<file path="src/hw/bridge_regs_pkg.sv">
// Purpose: Shared constants and carrier types of the USB bridge register bank.
// Assumes: AHB-Lite word addressing, byte address is four times the register index.
// Notes:   Indirect addresses are the values written to the two pointer registers.
package bridge_regs_pkg;
   localparam logic [5:0] IDX_CFG      = 6'h01;
   localparam logic [5:0] IDX_ISO2     = 6'h1a;
   localparam logic [5:0] IDX_ISO8     = 6'h1d;
   localparam logic [5:0] IDX_FLAGS24  = 6'h1e;
   localparam logic [5:0] IDX_FLAGS68  = 6'h1f;
   localparam logic [5:0] IDX_PKTFLUSH = 6'h20;
   localparam logic [5:0] IDX_FRAME_H  = 6'h2a;
   localparam logic [5:0] IDX_FRAME_L  = 6'h2b;
   localparam logic [5:0] IDX_SUBFRAME = 6'h2c;
   localparam logic [5:0] IDX_FUNCTION_ADDRESS   = 6'h2d;
   localparam logic [5:0] IDX_INTEN    = 6'h2e;
   localparam logic [5:0] IDX_DESCRIPTOR_RAM     = 6'h30;
   localparam logic [5:0] IDX_CONTROL_EP_BUFFER   = 6'h31;
   localparam logic [5:0] IDX_SETUP    = 6'h32;
   localparam logic [5:0] IDX_CONTROL_EP_BYTE_COUNT    = 6'h33;
   localparam logic [5:0] IDX_PTR_LO   = 6'h3a;
   localparam logic [5:0] IDX_PTR_HI   = 6'h3b;
   localparam logic [5:0] IDX_IND_DATA = 6'h3c;
   localparam logic [5:0] IDX_INTSTAT  = 6'h3d;

   localparam logic [15:0] IND_POLAR  = 16'he609;
   localparam logic [15:0] IND_TOGGLE = 16'he683;

   localparam logic [7:0] CFG_RST     = 8'hc9;
   localparam logic [1:0] ISO_RST     = 2'h1;
   localparam logic [7:0] FLAGS24_RST = 8'h22;
   localparam logic [7:0] FLAGS68_RST = 8'h66;
   localparam logic [7:0] INTEN_RST   = 8'hff;
   localparam logic [5:0] POLAR_RST   = 6'h00;

   // Interface configuration bit positions.
   localparam int CFG_SRC   = 7;
   localparam int CFG_FREQ  = 6;
   localparam int CFG_OE    = 5;
   localparam int CFG_INV   = 4;
   localparam int CFG_ASYNCHRONOUS_FIFO_MODE = 3;
   // Pin polarity bit positions; a one makes the pin active high.
   localparam int POL_PACKET_COMMIT_PIN = 5;
   localparam int POL_FIFO_OUTPUT_ENABLE_PIN   = 4;
   localparam int POL_FIFO_READ_STROBE_PIN   = 3;
   localparam int POL_FIFO_WRITE_STROBE_PIN   = 2;
   localparam int POL_EF     = 1;
   localparam int POL_FF     = 0;
   // Interrupt bit of the flag-change event; setup event is the top bit.
   localparam int INT_FLAGS = 5;
   localparam int INT_SETUP = 7;

   localparam int DESCRIPTOR_RAM_DEPTH_DEF = 500;
   localparam int EP0_DEPTH_DEF  = 64;

   typedef struct packed {
      logic [3:0] programmable;
      logic [3:0] empty;
      logic [3:0] full;
   } fifo_flags_t;

   typedef struct packed {
      logic [3:0] flush;
      logic       packet_end;
      logic [3:0] packet_end_ep;
      logic       stall;
   } strobes_t;
endpackage

</file>
<file path="src/hw/usb_bridge_config_registers.sv">
// Purpose: Byte-wide configuration register bank of a USB bridge on AHB-Lite.
// Assumes: One clock; all pin inputs synchronous to clk_sys; single word transfers.
// Notes:   Writes finish with no wait state, reads insert exactly one wait state.
// Function
// - Source select zero clocks FIFOs from interface pin, one from internal clock.
// - Internal FIFO clock is 30 MHz on frequency bit zero, 48 MHz on one.
// - Interface clock pin floats while output enable is zero, driven when one.
// - Invert bit one makes the falling interface clock edge the active one.
// - Synchronous mode: control pins are read and write enables on the clock.
// - Asynchronous mode, the reset state: control pins are direct strobes.
// - Per endpoint two-bit iso packets-per-frame, one to three, reset one.
// - Two read-only flag registers, reset 0x22 and 0x66.
// - Write-only register: top nibble flushes FIFOs, low nibble forces packet end.
// - Control endpoint byte count is an eight-bit read-write register.
// - Setup register reads eight setup bytes; a write stalls control endpoint.
// - Low pointer, high pointer and data registers give indirect access.
// - Indirect polarity register: six writable bits, top two read zero, reset zero.
//
// Design decision made here: the AHB-Lite interface to the registers.
module usb_bridge_config_registers #(
   parameter int DESCRIPTOR_RAM_DEPTH = bridge_regs_pkg::DESCRIPTOR_RAM_DEPTH_DEF,
   parameter int EP0_DEPTH  = bridge_regs_pkg::EP0_DEPTH_DEF
) (
   input  wire logic                         clk_sys,
   input  wire logic                         nrst,
   input  wire logic                         clk_en,
   input  wire logic                         hsel,
   input  wire logic [31:0]                  haddr,
   input  wire logic [1:0]                   htrans,
   input  wire logic                         hwrite,
   input  wire logic [2:0]                   hsize,
   input  wire logic [31:0]                  hwdata,
   input  wire logic                         hready,
   output logic      [31:0]                  hrdata,
   output logic                              hreadyout,
   output logic                              hresp,
   input  wire logic                         internal_clk_30,
   input  wire logic                         internal_clk_48,
   input  wire logic                         interface_clock_pin_in,
   output logic                              interface_clock_pin_out,
   output logic                              interface_clock_pin_oe,
   output logic                              fifo_clock,
   output logic                              fifo_sync_mode,
   input  wire logic                         fifo_read_strobe_pin,
   input  wire logic                         fifo_write_strobe_pin,
   input  wire logic                         fifo_output_enable_pin,
   input  wire logic                         packet_commit_pin,
   output logic                              fifo_read_enable,
   output logic                              fifo_write_enable,
   output logic                              fifo_read_strobe,
   output logic                              fifo_write_strobe,
   output logic                              fifo_output_enable,
   output logic                              packet_commit,
   input  bridge_regs_pkg::fifo_flags_t      fifo_flags,
   output logic      [3:0]                   fifo_empty_flag,
   output logic      [3:0]                   fifo_full_flag,
   output logic      [3:0][1:0]              iso_packets_per_frame,
   output bridge_regs_pkg::strobes_t         strobes,
   input  wire logic [10:0]                  frame_count,
   input  wire logic [2:0]                   sub_frame_count,
   input  wire logic [6:0]                   function_addr,
   input  wire logic                         high_speed_granted,
   input  wire logic [63:0]                  setup_packet,
   input  wire logic [7:0]                   usb_event,
   input  wire logic                         toggle_state,
   output logic      [6:0]                   toggle_control,
   input  wire logic [8:0]                   descriptor_ram_rd_addr,
   output logic      [7:0]                   descriptor_ram_rd_data,
   output logic                              irq
);
   localparam int DW = $clog2(DESCRIPTOR_RAM_DEPTH);
   localparam int EW = $clog2(EP0_DEPTH);

   if (DESCRIPTOR_RAM_DEPTH < 2 || DESCRIPTOR_RAM_DEPTH > 512) begin : g_chk_descriptor_ram
      $error("Descriptor depth must lie in 2 to 512");
   end
   if (EP0_DEPTH < 2 || EP0_DEPTH > 256) begin : g_chk_ep0
      $error("Control buffer depth must lie in 2 to 256");
   end

   typedef struct packed {
      logic [7:0]      cfg;
      logic [3:0][1:0] iso;
      logic [7:0]      flags24;
      logic [7:0]      flags68;
      logic [7:0]      int_en;
      logic [7:0]      int_stat;
      logic [7:0]      byte_count;
      logic [15:0]     ptr;
      logic [5:0]      polar;
      logic [6:0]      toggle;
      logic [DW-1:0]   descriptor_ram_ptr;
      logic [EW-1:0]   ep0_ptr;
      logic [2:0]      setup_ptr;
      logic            ph_valid;
      logic            ph_write;
      logic            ph_mapped;
      logic [5:0]      ph_idx;
      logic            rd_wait;
      logic [7:0]      rdata;
      bridge_regs_pkg::strobes_t strb;
   } state_t;

   state_t     st;
   state_t     next_st;
   logic [7:0] descriptor_ram_mem [DESCRIPTOR_RAM_DEPTH];
   logic [7:0] ep0_mem [EP0_DEPTH];
   logic       descriptor_ram_we;
   logic       ep0_we;
   logic [7:0] wbyte;
   logic [7:0] rd_mux;
   logic [7:0] flags24_now;
   logic [7:0] flags68_now;
   logic [7:0] events;
   logic       accept;
   logic       fifo_clk_src;

   assign wbyte = hwdata[7:0];
   assign accept = hsel && htrans[1] && hready;
   assign hreadyout = !st.rd_wait;
   assign hresp = 1'b0;
   assign hrdata = {24'h0, st.rdata};
   assign irq = |(st.int_stat & st.int_en);
   assign iso_packets_per_frame = st.iso;
   assign strobes = st.strb;
   assign toggle_control = st.toggle;

   // The clock selection is a plain mux; a glitch-free switch belongs to the clock cell.
   assign fifo_clk_src = st.cfg[bridge_regs_pkg::CFG_FREQ] ? internal_clk_48 : internal_clk_30;
   assign fifo_clock = (st.cfg[bridge_regs_pkg::CFG_SRC] ? fifo_clk_src : interface_clock_pin_in)
                       ^ st.cfg[bridge_regs_pkg::CFG_INV];
   assign interface_clock_pin_out = fifo_clk_src ^ st.cfg[bridge_regs_pkg::CFG_INV];
   assign interface_clock_pin_oe = st.cfg[bridge_regs_pkg::CFG_OE];

   assign fifo_sync_mode = !st.cfg[bridge_regs_pkg::CFG_ASYNCHRONOUS_FIFO_MODE];
   always_comb begin
      logic rd_act;
      logic wr_act;
      rd_act = fifo_read_strobe_pin ~^ st.polar[bridge_regs_pkg::POL_FIFO_READ_STROBE_PIN];
      wr_act = fifo_write_strobe_pin ~^ st.polar[bridge_regs_pkg::POL_FIFO_WRITE_STROBE_PIN];
      fifo_read_enable = fifo_sync_mode && rd_act;
      fifo_write_enable = fifo_sync_mode && wr_act;
      fifo_read_strobe = !fifo_sync_mode && rd_act;
      fifo_write_strobe = !fifo_sync_mode && wr_act;
      fifo_output_enable = fifo_output_enable_pin ~^ st.polar[bridge_regs_pkg::POL_FIFO_OUTPUT_ENABLE_PIN];
      packet_commit = packet_commit_pin ~^ st.polar[bridge_regs_pkg::POL_PACKET_COMMIT_PIN];
      fifo_empty_flag = fifo_flags.empty ^ {4{!st.polar[bridge_regs_pkg::POL_EF]}};
      fifo_full_flag = fifo_flags.full ^ {4{!st.polar[bridge_regs_pkg::POL_FF]}};
   end

   assign flags24_now = {1'b0, fifo_flags.programmable[1], fifo_flags.empty[1], fifo_flags.full[1],
                         1'b0, fifo_flags.programmable[0], fifo_flags.empty[0], fifo_flags.full[0]};
   assign flags68_now = {1'b0, fifo_flags.programmable[3], fifo_flags.empty[3], fifo_flags.full[3],
                         1'b0, fifo_flags.programmable[2], fifo_flags.empty[2], fifo_flags.full[2]};
   always_comb begin
      events = usb_event;
      events[bridge_regs_pkg::INT_FLAGS] = usb_event[bridge_regs_pkg::INT_FLAGS]
         || (flags24_now != st.flags24) || (flags68_now != st.flags68);
   end

   // Read data is formed in the wait cycle, after any write of the previous transfer has landed.
   always_comb begin
      rd_mux = 8'h00;
      unique case (st.ph_idx)
         bridge_regs_pkg::IDX_CFG:      rd_mux = st.cfg;
         bridge_regs_pkg::IDX_FLAGS24:  rd_mux = st.flags24;
         bridge_regs_pkg::IDX_FLAGS68:  rd_mux = st.flags68;
         bridge_regs_pkg::IDX_FRAME_H:  rd_mux = {5'h00, frame_count[10:8]};
         bridge_regs_pkg::IDX_FRAME_L:  rd_mux = frame_count[7:0];
         bridge_regs_pkg::IDX_SUBFRAME: rd_mux = {5'h00, sub_frame_count};
         bridge_regs_pkg::IDX_FUNCTION_ADDRESS:   rd_mux = {high_speed_granted, function_addr};
         bridge_regs_pkg::IDX_INTEN:    rd_mux = st.int_en;
         bridge_regs_pkg::IDX_INTSTAT:  rd_mux = st.int_stat;
         bridge_regs_pkg::IDX_CONTROL_EP_BUFFER:   rd_mux = ep0_mem[st.ep0_ptr];
         bridge_regs_pkg::IDX_SETUP:    rd_mux = setup_packet[{st.setup_ptr, 3'h0} +: 8];
         bridge_regs_pkg::IDX_CONTROL_EP_BYTE_COUNT:    rd_mux = st.byte_count;
         bridge_regs_pkg::IDX_PTR_LO:   rd_mux = st.ptr[7:0];
         bridge_regs_pkg::IDX_PTR_HI:   rd_mux = st.ptr[15:8];
         bridge_regs_pkg::IDX_IND_DATA: begin
            if (st.ptr == bridge_regs_pkg::IND_POLAR) begin
               rd_mux = {2'b00, st.polar};
            end else if (st.ptr == bridge_regs_pkg::IND_TOGGLE) begin
               rd_mux = {toggle_state, st.toggle};
            end
         end
         default: begin
            if (st.ph_idx >= bridge_regs_pkg::IDX_ISO2 && st.ph_idx <= bridge_regs_pkg::IDX_ISO8) begin
               rd_mux = {6'h00, st.iso[st.ph_idx[1:0] - 2'd2]};
            end
         end
      endcase
   end

   always_comb begin
      logic wr_now;
      logic rd_now;
      logic [1:0] ep;
      next_st = st;
      wr_now = st.ph_valid && st.ph_write && st.ph_mapped;
      rd_now = st.rd_wait;
      ep = st.ph_idx[1:0] - 2'd2;
      descriptor_ram_we = 1'b0;
      ep0_we = 1'b0;
      next_st.strb = '0;
      next_st.flags24 = flags24_now;
      next_st.flags68 = flags68_now;
      next_st.int_stat = st.int_stat;
      if (rd_now && st.ph_idx == bridge_regs_pkg::IDX_INTSTAT) begin
         next_st.int_stat = 8'h00;
      end
      // An event in the clearing cycle is kept: set is applied after the clear.
      next_st.int_stat = next_st.int_stat | events;
      if (usb_event[bridge_regs_pkg::INT_SETUP]) begin
         next_st.setup_ptr = 3'h0;
      end
      if (wr_now) begin
         unique case (st.ph_idx)
            bridge_regs_pkg::IDX_CFG:      next_st.cfg = wbyte;
            bridge_regs_pkg::IDX_INTEN:    next_st.int_en = wbyte;
            bridge_regs_pkg::IDX_CONTROL_EP_BYTE_COUNT: begin
               next_st.byte_count = wbyte;
               next_st.ep0_ptr = '0;
            end
            bridge_regs_pkg::IDX_PKTFLUSH: begin
               next_st.strb.flush = wbyte[7:4];
               next_st.strb.packet_end = 1'b1;
               next_st.strb.packet_end_ep = wbyte[3:0];
            end
            bridge_regs_pkg::IDX_SETUP:    next_st.strb.stall = 1'b1;
            bridge_regs_pkg::IDX_DESCRIPTOR_RAM: begin
               descriptor_ram_we = 1'b1;
               next_st.descriptor_ram_ptr = (st.descriptor_ram_ptr == DW'(DESCRIPTOR_RAM_DEPTH - 1)) ? '0 : st.descriptor_ram_ptr + 1'b1;
            end
            bridge_regs_pkg::IDX_CONTROL_EP_BUFFER: begin
               ep0_we = 1'b1;
               next_st.ep0_ptr = st.ep0_ptr + 1'b1;
            end
            bridge_regs_pkg::IDX_PTR_LO:   next_st.ptr[7:0] = wbyte;
            bridge_regs_pkg::IDX_PTR_HI:   next_st.ptr[15:8] = wbyte;
            bridge_regs_pkg::IDX_IND_DATA: begin
               if (st.ptr == bridge_regs_pkg::IND_POLAR) begin
                  next_st.polar = wbyte[5:0];
               end else if (st.ptr == bridge_regs_pkg::IND_TOGGLE) begin
                  next_st.toggle = wbyte[6:0];
               end
            end
            default: begin
               // Zero is outside the legal range of one to three and is ignored, as are read-only indices.
               if (st.ph_idx >= bridge_regs_pkg::IDX_ISO2 && st.ph_idx <= bridge_regs_pkg::IDX_ISO8
                   && wbyte[1:0] != 2'h0) begin
                  next_st.iso[ep] = wbyte[1:0];
               end
            end
         endcase
      end
      if (rd_now) begin
         next_st.rdata = rd_mux;
         if (st.ph_idx == bridge_regs_pkg::IDX_CONTROL_EP_BUFFER) begin
            next_st.ep0_ptr = st.ep0_ptr + 1'b1;
         end
         if (st.ph_idx == bridge_regs_pkg::IDX_SETUP) begin
            next_st.setup_ptr = st.setup_ptr + 1'b1;
         end
      end
      next_st.rd_wait = 1'b0;
      next_st.ph_valid = 1'b0;
      if (accept) begin
         next_st.ph_valid = 1'b1;
         next_st.ph_write = hwrite;
         next_st.ph_idx = haddr[7:2];
         next_st.ph_mapped = (haddr[31:8] == 24'h0) && (hwrite ? haddr[7:2] != bridge_regs_pkg::IDX_FLAGS24
            && haddr[7:2] != bridge_regs_pkg::IDX_FLAGS68 : 1'b1);
         next_st.rd_wait = !hwrite;
         if (!hwrite && haddr[31:8] != 24'h0) begin
            next_st.ph_idx = 6'h00;
         end
      end
   end

   always_ff @(posedge clk_sys or negedge nrst) begin
      if (!nrst) begin
         st <= '0;
         st.cfg <= bridge_regs_pkg::CFG_RST;
         st.iso <= {4{bridge_regs_pkg::ISO_RST}};
         st.flags24 <= bridge_regs_pkg::FLAGS24_RST;
         st.flags68 <= bridge_regs_pkg::FLAGS68_RST;
         st.int_en <= bridge_regs_pkg::INTEN_RST;
         st.polar <= bridge_regs_pkg::POLAR_RST;
      end else if (clk_en) begin
         st <= next_st;
      end
   end

   // Buffers hold no reset; their contents are undefined until written.
   always_ff @(posedge clk_sys) begin
      if (clk_en && descriptor_ram_we) begin
         descriptor_ram_mem[st.descriptor_ram_ptr] <= wbyte;
      end
      if (clk_en && ep0_we) begin
         ep0_mem[st.ep0_ptr] <= wbyte;
      end
      if (clk_en) begin
         descriptor_ram_rd_data <= descriptor_ram_mem[descriptor_ram_rd_addr[DW-1:0]];
      end
   end
endmodule

</file>
<file path="config.mk">
export PLATFORM = sky130hd
export DESIGN_NAME = usb_bridge_config_registers
export DESIGN_NICKNAME = d
export VERILOG_FILES = /design/src/hw/bridge_regs_pkg.sv /design/src/hw/usb_bridge_config_registers.sv
export SDC_FILE = /design/constraint.sdc
export NUM_CORES = 2
export LEC_CHECK = 0
export BUFFER_PORTS_ARGS = -buffer_cell sky130_fd_sc_hd__buf_2
export CORE_AREA = 2 2 585 529
export CTS_CLUSTER_DIAMETER = 150
export CTS_CLUSTER_SIZE = 12
export DETAILED_ROUTE_END_ITERATION = 10
export DIE_AREA = 0 0 587 531
export PLACE_DENSITY_LB_ADDON = 0.15
export SKIP_CTS_REPAIR_TIMING = 1
export SYNTH_ARGS = -nofsm -noshare
export SYNTH_HDL_FRONTEND = slang
export SYNTH_MEMORY_MAX_BITS = 65536
export SYNTH_SLANG_ARGS = --single-unit
</file>
<file path="constraint.sdc">
create_clock -name clk_sys -period 3.85 [get_ports clk_sys]
set_clock_uncertainty 0.15 [all_clocks]
set_input_delay 0.1925 -clock clk_sys [delete_from_list [all_inputs] [get_ports clk_sys]]
set_output_delay 0.1925 -clock clk_sys [all_outputs]
set_load 0.05 [all_outputs]
</file>
==> run summary <==
Layout Cells excl Fill: 14.73k
routed vias/inst: 6.790
asr flop ratio synth: 2.733%
PnR Total Power: 98310 uW
global-route usage over all layers: 31.87%
synth warn: 0
RePlAce Congestion: 0.9428
maximum VDD drop: 0.4170 mV
Worst-Skew Late Latency: 0.99 ns
register clock-pin slew on the reported worst setup and hold paths: 0.07 ns
#FFs+latches synth: 4647
post-synthesis cell area: 0.1825 mm2
Synth Instances: 9140
IO Pins: 284
RSZ-0062 raised after global routing: false
layout cell share with drive strength beyond 1: 28.38%
Cell variety after synth: 81
# rows: 193
Main synth FF type: edfxtp_1
maximum fanout along the worst path: 13
worst rel slew slack: 17.86%
Die ar.: 0.3117 mm2
DR WL met2: 229200 um
I/O Buffers: 228
Reg area: 0.1389 mm2
worst min-delay path category: input port to flip-flop
maximum buffer depth of the clock tree: 4
setup violators final: 0
status: finished, violations left
commonest non-fill, non-tap cell in the layout: edfxtp_1
Root Driver: clkbuf_16
failing checks: hold timing
CTS Sinks: 4647
H-Tree Depth: 5
Crit. End Element: flip-flop
Total Wirelength: 500800 um
Setup crit end: hrdata[0]
Die Width: 587 um
Pleak: 0.06857 uW
met3 routed WL: 60040 um
first-pass GRT wire length: 711400 um
Final ANT Viol Nets: 0
via count of the first global-routing pass: 98.11k
WL/cell: 33.99 um
largest net degree at the start of global routing: 172
Critical Path Start: st[32]
drc violations: 0
core area: 0.3057 mm2
Post-synth EDFFs: 4520
syn_area_per_cell: 19.96 um2
Final Hold Violating Endpoints: 1
design area: 0.2091 mm2
Worst R2R Start: st[32]
nets@finish: 10.76k
die height: 531 um
Area after DPL: 0.1965 mm2
pwr/cell area: 470.2 mW/mm2
most frequent cells in the layout: edfxtp_1, buf_4, mux4_2
CTS tree: built
grt ovf: 0
post-synthesis sequential area ratio: 76.14%
Area Growth Syn to Fin: 14.57%
Worst-Margin Slew: 1.221 ns
filler cell count: 19.23k
reg-to-reg endpoint: hrdata[0]
final setup margin: 0.2096 ns
Post-DP HPWL: 320700 um
fin crit period: 3.640 ns
Setup Crit Path Kind: flip-flop to flip-flop
setup slack, reg-to-reg: 0.21 ns
Reg2Reg Depth: 11
Num CTS Buffers: 425
Arrival @ worst endpoint: 4.33 ns
pre-CTS WS: -0.5163 ns
hold slack: -0.002373 ns
Vias: 100.1k
crit start category: flip-flop
fin crit share: 94.56%
Required @ worst endpoint: 4.54 ns
highest metal used: met5
Inst Count DP: 14.10k
Fmax: 274.7 MHz
Pins Over Slew Limit: 0
multi-input logic area: 0.04023 mm2
Iteration-0 DRC Markers: 15.32k
initial antenna violation count: 21
drt pass-1 iters: 6
Metal-1 WL: 192000 um
MaxCap Viol Count: 0
initial core utilization: 59.69%
-- cells in the mapped netlist (86+ instances only) --
| library cell | instances | area [um2] |
|---|---|---|
| nor3_1 | 86 | 430.4 |
| clkbuf_1 | 313 | 1175 |
| mux2_2 | 108 | 1216 |
| a22oi_1 | 227 | 1704 |
| dfrtp_1 | 105 | 2628 |
| mux2i_1 | 433 | 4334 |
| nand2_1 | 260 | 975.9 |
| nor2_1 | 663 | 2489 |
| nand3_1 | 88 | 440.4 |
| o221ai_1 | 149 | 1305 |
| a21oi_1 | 121 | 605.6 |
| buf_2 | 93 | 465.5 |
| buf_4 | 88 | 660.6 |
| mux4_2 | 909 | 20470 |
| edfxtp_1 | 4520 | 135700 |
| o21ai_0 | 107 | 535.5 |
-- where the power goes --
group	switching (uW)	total (uW)	internal (uW)
Sequential	107	55600	55500
Combinational	3580	5610	2030
Clock	17200	37100	19800
Total	20900	98300	77400
-- flip-flops by register name, indices dropped and copies added (netlist names) --
name,count
ep0_mem,512
strobes,10
descriptor_ram_mem,4000
st,93
descriptor_ram_rd_data,8
interface_clock_pin_oe,1
iso_packets_per_frame,8
hrdata,8
toggle_control,7
-- worst min-delay path by stage --
stage,to,from,cells after the start
finish,st[25],hwrite,4
global route,st[25],hwrite,4
CTS,strobes[1],nrst,1
detailed placement,strobes[1],nrst,1
global placement,strobes[1],nrst,1
floorplan,hrdata[0],nrst,0
-- logic make-up after synthesis --
kind of cell	count (synthesis)	synth area share (%)
other	1	0.002055
flip-flops	4647	76.14
adder cells (fa/ha/maj)	6	0.04114
XOR/XNOR	32	0.1536
multiplexers	1454	14.32
buffers and inverters	652	2.006
AO/OA/AOI/OAI	1027	4.110
AND/OR/NAND/NOR	1321	3.230
-- critical path, stage by stage, from the launching register on --
cell and delay [ns]:
dfrtp_1 0.56, buf_4 0.26, and3b_2 0.34, buf_12 0.21, a22oi_1 0.15, nand4_1 0.23
a2111oi_2 0.52, buf_4 0.18, nor4bb_1 0.41, buf_4 0.23, o211a_1 0.15, o31ai_1 0.07
-- per-stage QoR --
stage	TNS [ns]	utilization, %
floorplan	0	-
global route	0	68.38
detailed placement	-1.775	64.28
global placement	-1.701	64.28
finish	0	68.39
CTS	-0.02785	67.95
-- area by class of cell --
type	instances	area share (%)
diodes	10	0.01197
clock inverters	19	0.1125
multi-input cells	3865	19.24
flip-flops and latches	4647	66.45
clock buffers	480	5.247
repair buffers	1600	6.442
inverters	18	0.03890
well taps	4095	2.451
-- per-layer routing --
layer	global-route usage, %	vias to the layer above
met1	47.03	52161
li1	-	40397
met2	47.93	6482
met3	6.923	988
met5	0	-
met4	11.03	22
(Power assumes the default switching activity.)
